File: src/include/fesc_params.svh
// timing counts, offsets and field positions of the flash host
// assumes a 100 MHz aclk
`ifndef FESC_PARAMS_SVH
`define FESC_PARAMS_SVH

// ********************************************************************
// timing
// ********************************************************************
`define FESC_CLK_PERIOD_NS 10
`define FESC_T_STROBE_NS 70
`define FESC_CYC_STROBE ((`FESC_T_STROBE_NS + `FESC_CLK_PERIOD_NS - 1) / `FESC_CLK_PERIOD_NS)

// ********************************************************************
// register map, byte addresses
// ********************************************************************
`define FESC_REG_CTRL 8'h00
`define FESC_REG_ADDR 8'h04
`define FESC_REG_WDATA 8'h08
`define FESC_REG_STATUS 8'h0C
`define FESC_REG_RDATA 8'h10

// ctrl fields: op code in [2:0]
`define FESC_CTRL_OP_LSB 0
// status fields
`define FESC_ST_BUSY 0
`define FESC_ST_ERR 1
`define FESC_ST_AUTOSEL 2
`define FESC_ST_SUSP 3
`define FESC_ST_READY_PIN 4

// ********************************************************************
// command codes and unlock addresses
// ********************************************************************
`define FESC_UNLOCK_A1 21'h000555
`define FESC_UNLOCK_A2 21'h0002AA
`define FESC_UNLOCK_D1 8'hAA
`define FESC_UNLOCK_D2 8'h55
`define FESC_CMD_PROGRAM 8'hA0
`define FESC_CMD_AUTOSEL 8'h90
`define FESC_CMD_RESET 8'hF0
`define FESC_CMD_SUSPEND 8'hB0
`define FESC_CMD_RESUME 8'h30

// status bit positions on the data bus
`define FESC_POLL_BIT 7
`define FESC_TLIMIT_BIT 5

`endif

File: src/include/fesc_pkg.sv
// types shared by the flash erase/status host controller
// assumes fesc_params.svh holds all numeric constants
package fesc_pkg;

    // operations software can launch through the ctrl register
    typedef enum logic [2:0] {
        FESC_OP_READ,
        FESC_OP_RESET,
        FESC_OP_AUTOSEL,
        FESC_OP_PROGRAM,
        FESC_OP_SUSPEND,
        FESC_OP_RESUME,
        FESC_OP_POLL
    } fesc_op_t;

    // flash bus cycle phases
    typedef enum logic [2:0] {
        FESC_S_IDLE,
        FESC_S_SETUP,
        FESC_S_STROBE,
        FESC_S_HOLD,
        FESC_S_NEXT
    } fesc_state_t;

endpackage : fesc_pkg

File: src/logic/fesc_host.sv
// host controller driving a parallel nor flash by its strobes
// assumes flash pins synchronous to aclk, software on axi4-lite
//
// Local design decisions: the placing of the registers and the AXI4-Lite slave port.
`timescale 1ns/100ps
`include "fesc_params.svh"

module fesc_host #(
    parameter int ADDR_W = 21
) (
    input wire logic aclk,
    input wire logic aresetn,
    input wire logic [7:0] s_axi_awaddr,
    input wire logic s_axi_awvalid,
    output logic s_axi_awready,
    input wire logic [31:0] s_axi_wdata,
    input wire logic [3:0] s_axi_wstrb,
    input wire logic s_axi_wvalid,
    output logic s_axi_wready,
    output logic [1:0] s_axi_bresp,
    output logic s_axi_bvalid,
    input wire logic s_axi_bready,
    input wire logic [7:0] s_axi_araddr,
    input wire logic s_axi_arvalid,
    output logic s_axi_arready,
    output logic [31:0] s_axi_rdata,
    output logic [1:0] s_axi_rresp,
    output logic s_axi_rvalid,
    input wire logic s_axi_rready,
    output logic flash_ce_n,
    output logic flash_we_n,
    output logic flash_oe_n,
    output logic [ADDR_W-1:0] flash_addr,
    output logic [7:0] flash_dq_out,
    output logic flash_dq_oe,
    input wire logic [7:0] flash_dq_in,
    input wire logic op_done_indicator
);

    localparam logic [3:0] CYC_STROBE = 4'(`FESC_CYC_STROBE);

    // ****************************************************************
    // register file and axi4-lite slave
    // ****************************************************************
    logic aw_got_ff, w_got_ff, ar_got_ff;
    logic [7:0] aw_addr_ff, ar_addr_ff;
    logic [31:0] w_data_ff;
    logic [3:0] w_strb_ff;
    logic [ADDR_W-1:0] addr_ff;
    logic [7:0] wdata_ff, rdata_ff;
    fesc_pkg::fesc_op_t op_ff;
    logic busy_ff, err_ff, autosel_ff, susp_ff;
    logic start_ff;
    logic [31:0] status_word;
    logic wr_fire;

    assign wr_fire = aw_got_ff && w_got_ff && !s_axi_bvalid;
    assign status_word = {27'h0, op_done_indicator, susp_ff, autosel_ff, err_ff, busy_ff};

    // aw and w caught in any order, answered once both sit
    always_ff @(posedge aclk) begin
        if (!aresetn) begin
            aw_got_ff <= 1'b0;
            w_got_ff <= 1'b0;
            s_axi_awready <= 1'b1;
            s_axi_wready <= 1'b1;
            s_axi_bvalid <= 1'b0;
            s_axi_bresp <= 2'h0;
            aw_addr_ff <= 8'h00;
            w_data_ff <= 32'h0;
            w_strb_ff <= 4'h0;
        end else begin
            if (s_axi_awvalid && s_axi_awready) begin
                aw_got_ff <= 1'b1;
                aw_addr_ff <= s_axi_awaddr;
                s_axi_awready <= 1'b0;
            end
            if (s_axi_wvalid && s_axi_wready) begin
                w_got_ff <= 1'b1;
                w_data_ff <= s_axi_wdata;
                w_strb_ff <= s_axi_wstrb;
                s_axi_wready <= 1'b0;
            end
            if (wr_fire) begin
                s_axi_bvalid <= 1'b1;
                unique case (aw_addr_ff)
                    `FESC_REG_CTRL, `FESC_REG_ADDR, `FESC_REG_WDATA,
                    `FESC_REG_STATUS, `FESC_REG_RDATA: s_axi_bresp <= 2'h0;
                    default: s_axi_bresp <= 2'h2;
                endcase
            end
            if (s_axi_bvalid && s_axi_bready) begin
                s_axi_bvalid <= 1'b0;
                aw_got_ff <= 1'b0;
                w_got_ff <= 1'b0;
                s_axi_awready <= 1'b1;
                s_axi_wready <= 1'b1;
            end
        end
    end

    // software registers; ctrl writes while busy are dropped
    always_ff @(posedge aclk) begin
        if (!aresetn) begin
            addr_ff <= '0;
            wdata_ff <= 8'h00;
            op_ff <= fesc_pkg::FESC_OP_READ;
            start_ff <= 1'b0;
        end else begin
            start_ff <= 1'b0;
            if (wr_fire && w_strb_ff[0]) begin
                unique case (aw_addr_ff)
                    `FESC_REG_CTRL: begin
                        if (!busy_ff) begin
                            op_ff <= fesc_pkg::fesc_op_t'(w_data_ff[`FESC_CTRL_OP_LSB +: 3]);
                            start_ff <= 1'b1;
                        end
                    end
                    `FESC_REG_ADDR: addr_ff <= w_data_ff[ADDR_W-1:0];
                    `FESC_REG_WDATA: wdata_ff <= w_data_ff[7:0];
                    default: ;
                endcase
            end
        end
    end

    // read channel, one access at a time
    always_ff @(posedge aclk) begin
        if (!aresetn) begin
            ar_got_ff <= 1'b0;
            ar_addr_ff <= 8'h00;
            s_axi_arready <= 1'b1;
            s_axi_rvalid <= 1'b0;
            s_axi_rdata <= 32'h0;
            s_axi_rresp <= 2'h0;
        end else if (s_axi_arvalid && s_axi_arready) begin
            ar_got_ff <= 1'b1;
            ar_addr_ff <= s_axi_araddr;
            s_axi_arready <= 1'b0;
        end else if (ar_got_ff && !s_axi_rvalid) begin
            s_axi_rvalid <= 1'b1;
            s_axi_rresp <= 2'h0;
            unique case (ar_addr_ff)
                `FESC_REG_CTRL: s_axi_rdata <= {29'h0, op_ff};
                `FESC_REG_ADDR: s_axi_rdata <= 32'(addr_ff);
                `FESC_REG_WDATA: s_axi_rdata <= {24'h0, wdata_ff};
                `FESC_REG_STATUS: s_axi_rdata <= status_word;
                `FESC_REG_RDATA: s_axi_rdata <= {24'h0, rdata_ff};
                default: begin
                    s_axi_rdata <= 32'h0;
                    s_axi_rresp <= 2'h2;
                end
            endcase
        end else if (s_axi_rvalid && s_axi_rready) begin
            s_axi_rvalid <= 1'b0;
            ar_got_ff <= 1'b0;
            s_axi_arready <= 1'b1;
        end
    end

    // ****************************************************************
    // flash command sequencer
    // ****************************************************************
    fesc_pkg::fesc_state_t state_ff;
    logic [1:0] step_ff;
    logic [3:0] cnt_ff;
    logic cyc_rd, cyc_last;
    logic [ADDR_W-1:0] cyc_addr;
    logic [7:0] cyc_data;
    logic hit_ff, done_ff, done_poll_ok;
    logic [7:0] last_wr_ff;
    logic poll_match;

    // poll target is wdata bit 7; erase polls with wdata FFh
    // program and erase poll target
    assign poll_match = flash_dq_in[`FESC_POLL_BIT] == wdata_ff[`FESC_POLL_BIT];

    // bus cycle contents per step
    always_comb begin
        cyc_rd = 1'b0;
        cyc_last = 1'b1;
        cyc_addr = addr_ff;
        cyc_data = wdata_ff;
        unique case (op_ff)
            fesc_pkg::FESC_OP_READ, fesc_pkg::FESC_OP_POLL: cyc_rd = 1'b1;
            fesc_pkg::FESC_OP_RESET: cyc_data = `FESC_CMD_RESET;
            fesc_pkg::FESC_OP_SUSPEND: cyc_data = `FESC_CMD_SUSPEND;
            fesc_pkg::FESC_OP_RESUME: cyc_data = `FESC_CMD_RESUME;
            default: begin
                // two unlock cycles then the command
                cyc_last = (op_ff == fesc_pkg::FESC_OP_AUTOSEL) ? (step_ff == 2'd2)
                                                               : (step_ff == 2'd3);
                unique case (step_ff)
                    2'd0: begin
                        cyc_addr = ADDR_W'(`FESC_UNLOCK_A1);
                        cyc_data = `FESC_UNLOCK_D1;
                    end
                    2'd1: begin
                        cyc_addr = ADDR_W'(`FESC_UNLOCK_A2);
                        cyc_data = `FESC_UNLOCK_D2;
                    end
                    2'd2: begin
                        cyc_addr = ADDR_W'(`FESC_UNLOCK_A1);
                        cyc_data = (op_ff == fesc_pkg::FESC_OP_AUTOSEL) ? `FESC_CMD_AUTOSEL
                                                                       : `FESC_CMD_PROGRAM;
                    end
                    2'd3: ;
                endcase
            end
        endcase
    end

    // setup, strobe low for the least width, hold
    always_ff @(posedge aclk) begin
        if (!aresetn) begin
            state_ff <= fesc_pkg::FESC_S_IDLE;
            step_ff <= 2'd0;
            cnt_ff <= 4'h0;
            busy_ff <= 1'b0;
            done_ff <= 1'b0;
            flash_ce_n <= 1'b1;
            flash_we_n <= 1'b1;
            flash_oe_n <= 1'b1;
            flash_dq_oe <= 1'b0;
            flash_addr <= '0;
            flash_dq_out <= 8'h00;
        end else begin
            done_ff <= 1'b0;
            unique case (state_ff)
                fesc_pkg::FESC_S_IDLE: begin
                    if (start_ff) begin
                        busy_ff <= 1'b1;
                        step_ff <= 2'd0;
                        state_ff <= fesc_pkg::FESC_S_SETUP;
                    end
                end
                fesc_pkg::FESC_S_SETUP: begin
                    flash_ce_n <= 1'b0;
                    flash_addr <= cyc_addr;
                    flash_dq_out <= cyc_data;
                    flash_dq_oe <= !cyc_rd;
                    cnt_ff <= 4'h0;
                    state_ff <= fesc_pkg::FESC_S_STROBE;
                end
                fesc_pkg::FESC_S_STROBE: begin
                    flash_we_n <= cyc_rd;
                    flash_oe_n <= !cyc_rd;
                    cnt_ff <= cnt_ff + 4'h1;
                    if (cnt_ff == CYC_STROBE) begin
                        flash_we_n <= 1'b1;
                        flash_oe_n <= 1'b1;
                        state_ff <= fesc_pkg::FESC_S_HOLD;
                    end
                end
                fesc_pkg::FESC_S_HOLD: begin
                    flash_ce_n <= 1'b1;
                    flash_dq_oe <= 1'b0;
                    state_ff <= fesc_pkg::FESC_S_NEXT;
                end
                fesc_pkg::FESC_S_NEXT: begin
                    // poll ends one read after the match, so all bits settle
                    if (!cyc_last) begin
                        step_ff <= step_ff + 2'd1;
                        state_ff <= fesc_pkg::FESC_S_SETUP;
                    end else if (op_ff == fesc_pkg::FESC_OP_POLL && !(hit_ff && done_poll_ok)
                                 && !err_ff) begin
                        state_ff <= fesc_pkg::FESC_S_SETUP;
                    end else begin
                        busy_ff <= 1'b0;
                        done_ff <= 1'b1;
                        state_ff <= fesc_pkg::FESC_S_IDLE;
                    end
                end
                default: state_ff <= fesc_pkg::FESC_S_IDLE;
            endcase
        end
    end

    // hit: matched read; ok: the read after it
    logic sample;
    assign sample = (state_ff == fesc_pkg::FESC_S_STROBE) && (cnt_ff == CYC_STROBE) && cyc_rd;

    // status is judged only from reads at the program address
    always_ff @(posedge aclk) begin
        if (!aresetn) begin
            rdata_ff <= 8'h00;
            hit_ff <= 1'b0;
            done_poll_ok <= 1'b0;
            err_ff <= 1'b0;
        end else if (start_ff) begin
            hit_ff <= 1'b0;
            done_poll_ok <= 1'b0;
            err_ff <= 1'b0;
        end else if (sample) begin
            rdata_ff <= flash_dq_in;
            done_poll_ok <= hit_ff;
            if (poll_match) begin
                hit_ff <= 1'b1;
            end else if (flash_dq_in[`FESC_TLIMIT_BIT] && op_ff == fesc_pkg::FESC_OP_POLL) begin
                // a limit overrun is only final when the poll bit still disagrees
                err_ff <= 1'b1;
            end
        end
    end

    // mode tracking from finished commands
    always_ff @(posedge aclk) begin
        if (!aresetn) begin
            autosel_ff <= 1'b0;
            susp_ff <= 1'b0;
            last_wr_ff <= 8'h00;
        end else if (done_ff) begin
            if (!cyc_rd) begin
                last_wr_ff <= cyc_data;
            end
            unique case (op_ff)
                fesc_pkg::FESC_OP_AUTOSEL: autosel_ff <= 1'b1;
                // only the reset command leaves auto-select
                fesc_pkg::FESC_OP_RESET: autosel_ff <= 1'b0;
                fesc_pkg::FESC_OP_SUSPEND: susp_ff <= 1'b1;
                // resume continues the erase; a second one is harmless
                fesc_pkg::FESC_OP_RESUME: susp_ff <= 1'b0;
                // program while suspended is allowed, suspension stays
                default: ;
            endcase
        end
    end
endmodule : fesc_host

File: config.mk
export PLATFORM = sky130hd
export DESIGN_NAME = fesc_host
export DESIGN_NICKNAME = d
export VERILOG_FILES = /design/src/include/fesc_pkg.sv /design/src/logic/fesc_host.sv
export VERILOG_INCLUDE_DIRS = /design/src /design/src/include
export SDC_FILE = /design/constraint.sdc
export NUM_CORES = 1
export LEC_CHECK = 0
export BUFFER_PORTS_ARGS = -buffer_cell sky130_fd_sc_hd__buf_2
export CORE_AREA = 2 2 124 126
export CTS_CLUSTER_DIAMETER = 30
export CTS_CLUSTER_SIZE = 16
export DETAILED_ROUTE_END_ITERATION = 10
export DIE_AREA = 0 0 126 128
export GPL_TIMING_DRIVEN = 0
export PLACE_DENSITY = 0.71
export SYNTH_ARGS = -nofsm -noshare
export SYNTH_HDL_FRONTEND = slang
export SYNTH_SLANG_ARGS = --single-unit
File: constraint.sdc
create_clock -name aclk -period 4.1 [get_ports aclk]
set_clock_uncertainty 0.1 [all_clocks]
set_input_delay 0.82 -clock aclk [delete_from_list [all_inputs] [get_ports aclk]]
set_output_delay 0.82 -clock aclk [all_outputs]
set_load 0.05 [all_outputs]
# [Yosys cells after proc, flatten, opt, wreduce, memory -nomap -nowiden]
# Index checks and enable logic that the tools add are counted.
[totals] reg_bits=172 input_bits=68 out_inout_bits=74 word_cells=165
[op_classes] n_addsub=2 n_eq_ne=28 mux=39 bitwise_logic=5 n_reduce_logical=55
[op_table] operator="$pmux 21 s5" count=1
[op_table] operator="$pmux 21 s2" count=1
[op_table] operator="$eq 8x4->1 const B" count=4
[op_table] operator="$pmux 8 s4" count=1
[op_table] operator="$pmux 8 s3" count=1
[op_table] operator="$mux 21" count=1
[op_table] operator="$reduce_and 2->1" count=10
[op_table] operator="$mux 1" count=19
[op_table] operator="$eq 8x3->1 const B" count=2
[op_table] operator="$eq 8x5->1 const B" count=2
[op_table] operator="$logic_not 8->1" count=2
[op_table] operator="$logic_and 1x1->1" count=15
[op_table] operator="$pmux 3 s5" count=1
[op_table] operator="$reduce_and 3->1" count=5
[op_table] operator="$reduce_or 5->1" count=3
[op_table] operator="$reduce_bool 2->1" count=7
[op_table] operator="$eq 3x3->1 const B" count=4
[op_table] operator="$ne 2x2->1 const B" count=6
[op_table] operator="$pmux 1 s2" count=5
[op_table] operator="$eq 3x2->1 const B" count=3
[op_table] operator="$mux 2" count=4
[op_table] operator="$pmux 4 s2" count=1
[op_table] operator="$reduce_or 2->1" count=4
[op_table] operator="$eq 3x1->1 const B" count=2
[op_table] operator="14 further kinds" count=25

# [Depth between registers and ports, before layout]
# Gate-level depths: netlist of run 1.
[logic_depth] word_depth=7 mapped_depth=6 ltp_nobuf=6

# [Worst setup path after synthesis of run 1]
# OpenSTA, ideal clock, no wires.
[synth_timing] path_kind="input-to-reg" from="input s_axi_arvalid" to="register s_axi_rdata[10]" arrival_ps=1944 t_required_ps=3883 slack_ps=1940 path_stages=5 n_path_buf=1 path_cell_list="and2_1 -> nor3b_1 -> nor2_1 -> clkbuf_1 -> a22o_1"
[synth_between] elab_chain_len=3
[synth_rtl] item="start: declaration" line="fesc_host.sv:24" source="input wire logic s_axi_arvalid,"
[synth_rtl] item="$logic_and 1x1->1" line="fesc_host.sv:136" source="end else if (s_axi_arvalid && s_axi_arready) begin"
[synth_rtl] item="$not 1->1 (no line)"
[synth_rtl] item="$reduce_and 2->1 (no line)"
[synth_rtl] item="end signal: assignment" line="fesc_host.sv:144" source="`FESC_REG_CTRL: s_axi_rdata <= {29'h0, op_ff};"
[synth_rtl] item="end signal: assignment" line="fesc_host.sv:145" source="`FESC_REG_ADDR: s_axi_rdata <= 32'(addr_ff);"
[synth_rtl] item="end signal: assignment" line="fesc_host.sv:146" source="`FESC_REG_WDATA: s_axi_rdata <= {24'h0, wdata_ff};"
[synth_rtl] item="end: declaration" line="fesc_host.sv:26" source="output logic [31:0] s_axi_rdata,"
# Every way passes these cells.
# A chain may end at the register's enable or synchronous reset.

==> metrics.txt, run 1 <==
outcome=finished clean; number of storage elements in the synthesis netlist=159; clock insertion delay at the later pin of the skew report=0.43 ns; transition time at the pin with the least slew margin=0.707 ns; cell with the most instances after synthesis=sky130_fd_sc_hd__dfxtp_1; crit path DAT=2.63 ns; via count=between 5000 and 6000; Post-layout nets=965; DRC errors left=0; highest-delay cell along the critical path=sky130_fd_sc_hd__clkbuf_1; cell types with the highest counts after synthesis=sky130_fd_sc_hd__dfxtp_1 (159), sky130_fd_sc_hd__nand2_1 (153), sky130_fd_sc_hd__a21oi_1 (89), sky130_fd_sc_hd__mux2i_1 (46), sky130_fd_sc_hd__nor2_1 (41); register clock-pin slew on the reported worst setup and hold paths=0.06 ns; kind of start point of the critical path=primary input; non-filler instance count after layout=1093; Post-CTS Hold Buffers=0; crit-path max cell delay=0.57 ns; root buffer selected by CTS=sky130_fd_sc_hd__clkbuf_16; Top Ports=around 140; Post-Place Cells=1061; top flip-flop cell by instance count after synthesis=sky130_fd_sc_hd__dfxtp_1; GR Util All Layers=approximately 22%; port bufs=about 110; Fmax=422 MHz; Final period util=57.8%; worst vdd rail ir drop=0.000313 V; Static Leakage=3.18 nW; Hold Crit Depth=2; total number of clock tree sinks=159; share of flip-flops with an asynchronous set or reset after synthesis=0%; CP delay by family, top=buffers and inverters; Yosys cell types=56; Syn-to-layout area delta=21.8%; Final HPWL DP=13000 um; initial drt markers=between 400 and 500; final-layout setup total negative slack=0 ns; kind of path behind the tightest hold check=reg -> reg; largest net degree at the start of global routing=17; wire length of the first global-routing pass=around 27000 um; number of synthesis warnings=0; cts bufs inserted=17; depth of the critical timing path with buffers and inverters included=5; most common cell type on the critical path=sky130_fd_sc_hd__clkbuf_1; Cell Area, Synth=around 6500 um^2; share of layout cells above drive strength 1=20.0%; final critical path time including I/O delays and setup=2.37 ns; setup violation total in the final timing report=0; Post-CTS Setup Bufs=0; clock tree from TritonCTS=done; initial core utilization=43.9%; Wirelength per Cell=~16 um; endpoint type of the worst setup path=register; Worst Reg-to-Reg Cells=5; critical path buffer and inverter count=3; Post-DRT Antenna Nets=0; Final Hold Violating Endpoints=0; n_diodes=0; Horiz. Die Dim=approximately 130 um; area enclosed by the die boundary=approximately 16000 um^2; post-synth top area cell=sky130_fd_sc_hd__dfxtp_1; clock buffer depth=2; Int Pwr=~0.0025 W; Core Rows=45; Gate Count Post-Synth=between 700 and 800; cell types occupying the most area after synthesis=sky130_fd_sc_hd__dfxtp_1 (49%), sky130_fd_sc_hd__nand2_1 (8.8%), sky130_fd_sc_hd__mux2i_1 (7.0%); net switching fraction of the power=25.4%; category of the most critical setup path=in -> reg; number of global-route vias before repair=5182; number of pins with negative max-slew slack in the final report=0; part of the Yosys area used for sequential elements=just under 50%; area of the core region=between 10000 and 15000 um^2; proportion of power drawn by flip-flops and latches=47.3%; antenna violations before repair=0; number of resized instances in the post-cts repair step=0; final global-route overflow total=0; number of filler instances in the final layout=1453; floorplan die height=approximately 130 um; sequence of cells on the critical path=clkbuf_1 -> clkbuf_1 -> clkbuf_1 -> o21ai_0 -> a21oi_1; Critical Path Fanout Max=10; routed vias/inst=between 5 and 6; area share of the leading cell type in the synthesized netlist=48.7%; weighted congestion reported at the end of routability-driven placement=0.917; Syn Area/Cell=8.73 um^2; Clock Power Share=45.7%; count of flip-flops with a built-in enable after synthesis=0; total net switching power=~0.00086 W; total power divided by cell area=around 420 nW/um^2; # H-tree levels=4; MaxCap Viol Count=0; Rel. slew slack=52.5%; CP Data Required Time=roughly 4.4 ns; number of optimization iterations in the first detailed-route pass=5; share of total power in combinational logic=7.0%; RSZ-0062 raised after global routing=no; Routed Wire Length=around 18000 um
==> layout by cell type (no fill, tap or decap), types with 28 or more instances in the layout <==
cell | Yosys | layout
sky130_fd_sc_hd__dfxtp_1 | 159 | 159
sky130_fd_sc_hd__nand2_1 | 153 | 153
sky130_fd_sc_hd__buf_2 | 4 | 117
sky130_fd_sc_hd__a21oi_1 | 89 | 89
sky130_fd_sc_hd__mux2i_1 | 46 | 46
sky130_fd_sc_hd__nor2_1 | 41 | 41
sky130_fd_sc_hd__clkbuf_1 | 39 | 40
sky130_fd_sc_hd__o21ai_0 | 28 | 28
==> sequential cells by signal, indices dropped and copies added, names as in the netlist, 4 cells and up <==
name	flops
addr_ff	21
flash_addr	21
s_axi_rdata	21
w_data_ff	21
ar_addr_ff	8
aw_addr_ff	8
flash_dq_out	8
rdata_ff	8
wdata_ff	8
cnt_ff	4
==> through the flow <==
step / cell area [um^2] / utilization (%) / hold slack [ns] / setup WS [ns] / total power (W)
finish: 7950 / 53.5 / 0.346 / 1.73 / 0.00337
global route: 7950 / 53.5 / 0.373 / 1.60 / 0.00349
CTS: 7950 / 53.5 / 0.349 / 1.78 / 0.00338
detailed placement: 7380 / 49.6 / 0.342 / 1.34 / 0.00186
global placement: 7380 / 49.6 / 0.338 / 1.32 / 0.00186
floorplan: 6580 / - / 0.329 / 1.94 / 0.00179
==> worst paths after layout <==
kind	start	to	slack [ns]
min	flash_addr[6]	flash_addr[6]	0.35
min reg2reg	flash_addr[6]	flash_addr[6]	0.35
max	aresetn	flash_addr[9]	1.73
max reg2reg	cnt_ff[0]	rdata_ff[5]	1.84
==> per-layer routing <==
layer  global-route usage [%]  up-vias  routed length, um
met1                     29.1     2667               7830
met4                     7.30        0                349
li1                         -     2874                  -
met3                     4.97       29               1060
met5                        0        -                  0
met2                     34.6      183               8300
==> cells by family after synthesis <==
family                     share of synthesized area, %
adders and majority gates                         0.958
muxes                                              7.05
xor gates and xnor gates                          0.402
and+or+nand+nor                                    19.8
buffers and inverters                              5.65
other                                            0.0574
AOI/OAI and AO/OA                                  17.3
DFF                                                48.7
==> power by group through the flow <==
stage	clock network [W]	logic, W	registers [W]
after global routing	0.00163	0.000257	0.00160
final	0.00154	0.000235	0.00160
after floorplan	0	0.000146	0.00164
after global placement	0	0.000233	0.00163
after detailed placement	0	0.000235	0.00163
after CTS	0.00155	0.000235	0.00160
==> tightest hold or removal path: stages, from the launching register on <==
cell	delay (ns)
sky130_fd_sc_hd__dfxtp_1	0.30
sky130_fd_sc_hd__nand2_1	0.05
sky130_fd_sc_hd__a21oi_1	0.05
==> area by class of cell <==
cell class                      instances  area [um^2]  share of cell area [%]
Sequential cell                       159         3180                    40.0
Clock buffer                           19          443                    5.57
Timing Repair Buffer                  113          566                    7.11
Buffer                                 64          332                    4.17
Clock inverter                         13          133                    1.67
Tap cell                              188          235                    2.96
Inverter                               10         37.5                   0.472
Multi-Input combinational cell        527         3020                    38.0
Note: power is estimated with default switching activity, not from simulation.
==> run 2: changes to the inputs <==
--- a/config.mk
+++ b/config.mk
@@ -13,7 +13,7 @@
 export DETAILED_ROUTE_END_ITERATION = 10
 export DIE_AREA = 0 0 126 128
 export GPL_TIMING_DRIVEN = 0
-export PLACE_DENSITY = 0.71
+export PLACE_DENSITY = 0.74
 export SYNTH_ARGS = -nofsm -noshare
 export SYNTH_HDL_FRONTEND = slang
 export SYNTH_SLANG_ARGS = --single-unit
==> constraint.sdc (replaced) <==
create_clock -name aclk -period 2.14 [get_ports aclk]
set_clock_uncertainty 0.1 [all_clocks]
set_input_delay 0.428 -clock aclk [delete_from_list [all_inputs] [get_ports aclk]]
set_output_delay 0.428 -clock aclk [all_outputs]
set_load 0.05 [all_outputs]
==> metrics.txt, run 2 (synthesis gave the netlist of run 1 again) <==
outcome=finished clean; Post-CTS Hold Buffers=0; DRC errors left=0; # H-tree levels=4; antenna violations before repair=0; CP delay by family, top=buffers and inverters; crit path DAT=approximately 2.3 ns; Final Util=between 50% and 60%; sequence of cells on the critical path=buf_6 -> or3b_2 -> clkbuf_1 -> clkbuf_1 -> a21oi_1 -> a21oi_1; commonest non-fill, non-tap cells in the layout=sky130_fd_sc_hd__dfxtp_1 (159), sky130_fd_sc_hd__nand2_1 (153), sky130_fd_sc_hd__buf_2 (115); RSZ-0062 raised after global routing=no; Reg2Reg Launch Point=state_ff[1]; Final HPWL DP=around 13000 um; routed vias/inst=roughly 5.3; wire length of the first global-routing pass=27800 um; post-route cell area=8010 um^2; number of optimization iterations in the first detailed-route pass=5; endpoint type of the worst setup path=register; Final Hold Violating Endpoints=0; floorplan die height=approximately 130 um; start point of the critical path=state_ff[1]; kind of path behind the tightest hold check=in -> reg; worst vdd rail ir drop=0.000569 V; weighted congestion reported at the end of routability-driven placement=0.909; Static Leakage=3.20 nW; setup violation total in the final timing report=0; Wirelength per Cell=16.0 um; port bufs=113; Fmax=490 MHz; Top Ports=142; highest-delay cell along the critical path=sky130_fd_sc_hd__or3b_2; MaxCap Viol Count=0; instance area after placement=7380 um^2; final global-route overflow total=0; Post-layout nets=966; n_diodes=0; via count=5790; Core Rows=45; area enclosed by the die boundary=16100 um^2; area of the core region=14900 um^2; largest net degree at the start of global routing=17; Routed Wire Length=17500 um; Final period util=95.4%; CP Data Required Time=2.34 ns; cts bufs inserted=17; register clock-pin slew on the reported worst setup and hold paths=0.06 ns; number of pins with negative max-slew slack in the final report=0; transition time at the pin with the least slew margin=0.650 ns; Post-Place Cells=1061; number of global-route vias before repair=5428; clock tree from TritonCTS=done; Post-DRT Antenna Nets=0; Min-Delay Startpoint=s_axi_wvalid; initial core utilization=roughly 44%; root buffer selected by CTS=sky130_fd_sc_hd__clkbuf_16; clock buffer depth=2; critical path buffer and inverter count=3; initial drt markers=about 360; total power divided by cell area=799 nW/um^2; category of the most critical setup path=reg -> reg; clock insertion delay at the later pin of the skew report=0.43 ns; crit-path max cell delay=0.45 ns; GR Util All Layers=21.7%; Critical Path Fanout Max=10; total number of clock tree sinks=159; most common library cell in the layout ignoring fill and taps=sky130_fd_sc_hd__dfxtp_1; Syn-to-layout area delta=22.6%; non-filler instance count after layout=1094; multi-input gate area in the final layout=3070 um^2; Horiz. Die Dim=126 um; combined flip-flop and latch cell area=3180 um^2; Rel. slew slack=a little under three fifths; share of layout cells above drive strength 1=20.9%; final critical path time including I/O delays and setup=2.04 ns; number of filler instances in the final layout=1448; kind of start point of the critical path=register
[run 2: path summary, 6_finish.rpt]
check                           cells after the start  slack [ns]              end
worst max-delay path                                6         0.1  flash_dq_out[3]
worst min-delay path                                2        0.11     s_axi_wready
worst max register to register                      6         0.1  flash_dq_out[3]
worst min register to register                      2        0.35    ar_addr_ff[6]
[run 2: what timing repair did]
| item | in CTS | in global routing |
|---|---|---|
| endpoints found under the setup margin | 30 | 59 |
| gates resized for setup | 2 | 12 |
| endpoints found under the hold margin | 0 | 0 |
| pin swaps | 1 | 2 |
| setup buffers | 1 | 0 |
[run 2: routing by layer]
layer	vias to the layer above	GRT usage (%)	part of all wire, %
met2	166	35.7	48
met3	30	4.63	5.2
met5	-	0	0
met4	0	8.66	2.6
met1	2729	27.9	45
li1	2865	-	-
[run 2: metrics by stage]
stage	setup slack, ns	total power, W	setup TNS [ns]	hold WS [ns]
2_1_floorplan	0.124	0.00343	0	0.329
3_3_place_gp	-0.251	0.00356	-4.98	0.338
3_5_place_dp	-0.280	0.00357	-7.11	0.343
4_1_cts	0.0357	0.00641	0	0.100
5_1_grt	0.0244	0.00661	0	0.122
6_report	0.0995	0.00639	0	0.110
[run 2: report_power, final]
part / switching [W] / internal [W] / leakage, nW / total, W
Combinational: 0.000308 / 0.000147 / 1.64 / 0.000455
Sequential: 0.0000394 / 0.00302 / 1.29 / 0.00306
Clock: 0.00124 / 0.00164 / 0.271 / 0.00288
[run 2: cell type report]
type,instances,area share (%)
flip-flops and latches,159,39.8
multi-input cells,527,38.3
repair buffers,114,7.31
clock buffers,20,5.58
plain buffers,64,4.24
well taps,188,2.94
clock inverters,12,1.36
inverters,10,0.469
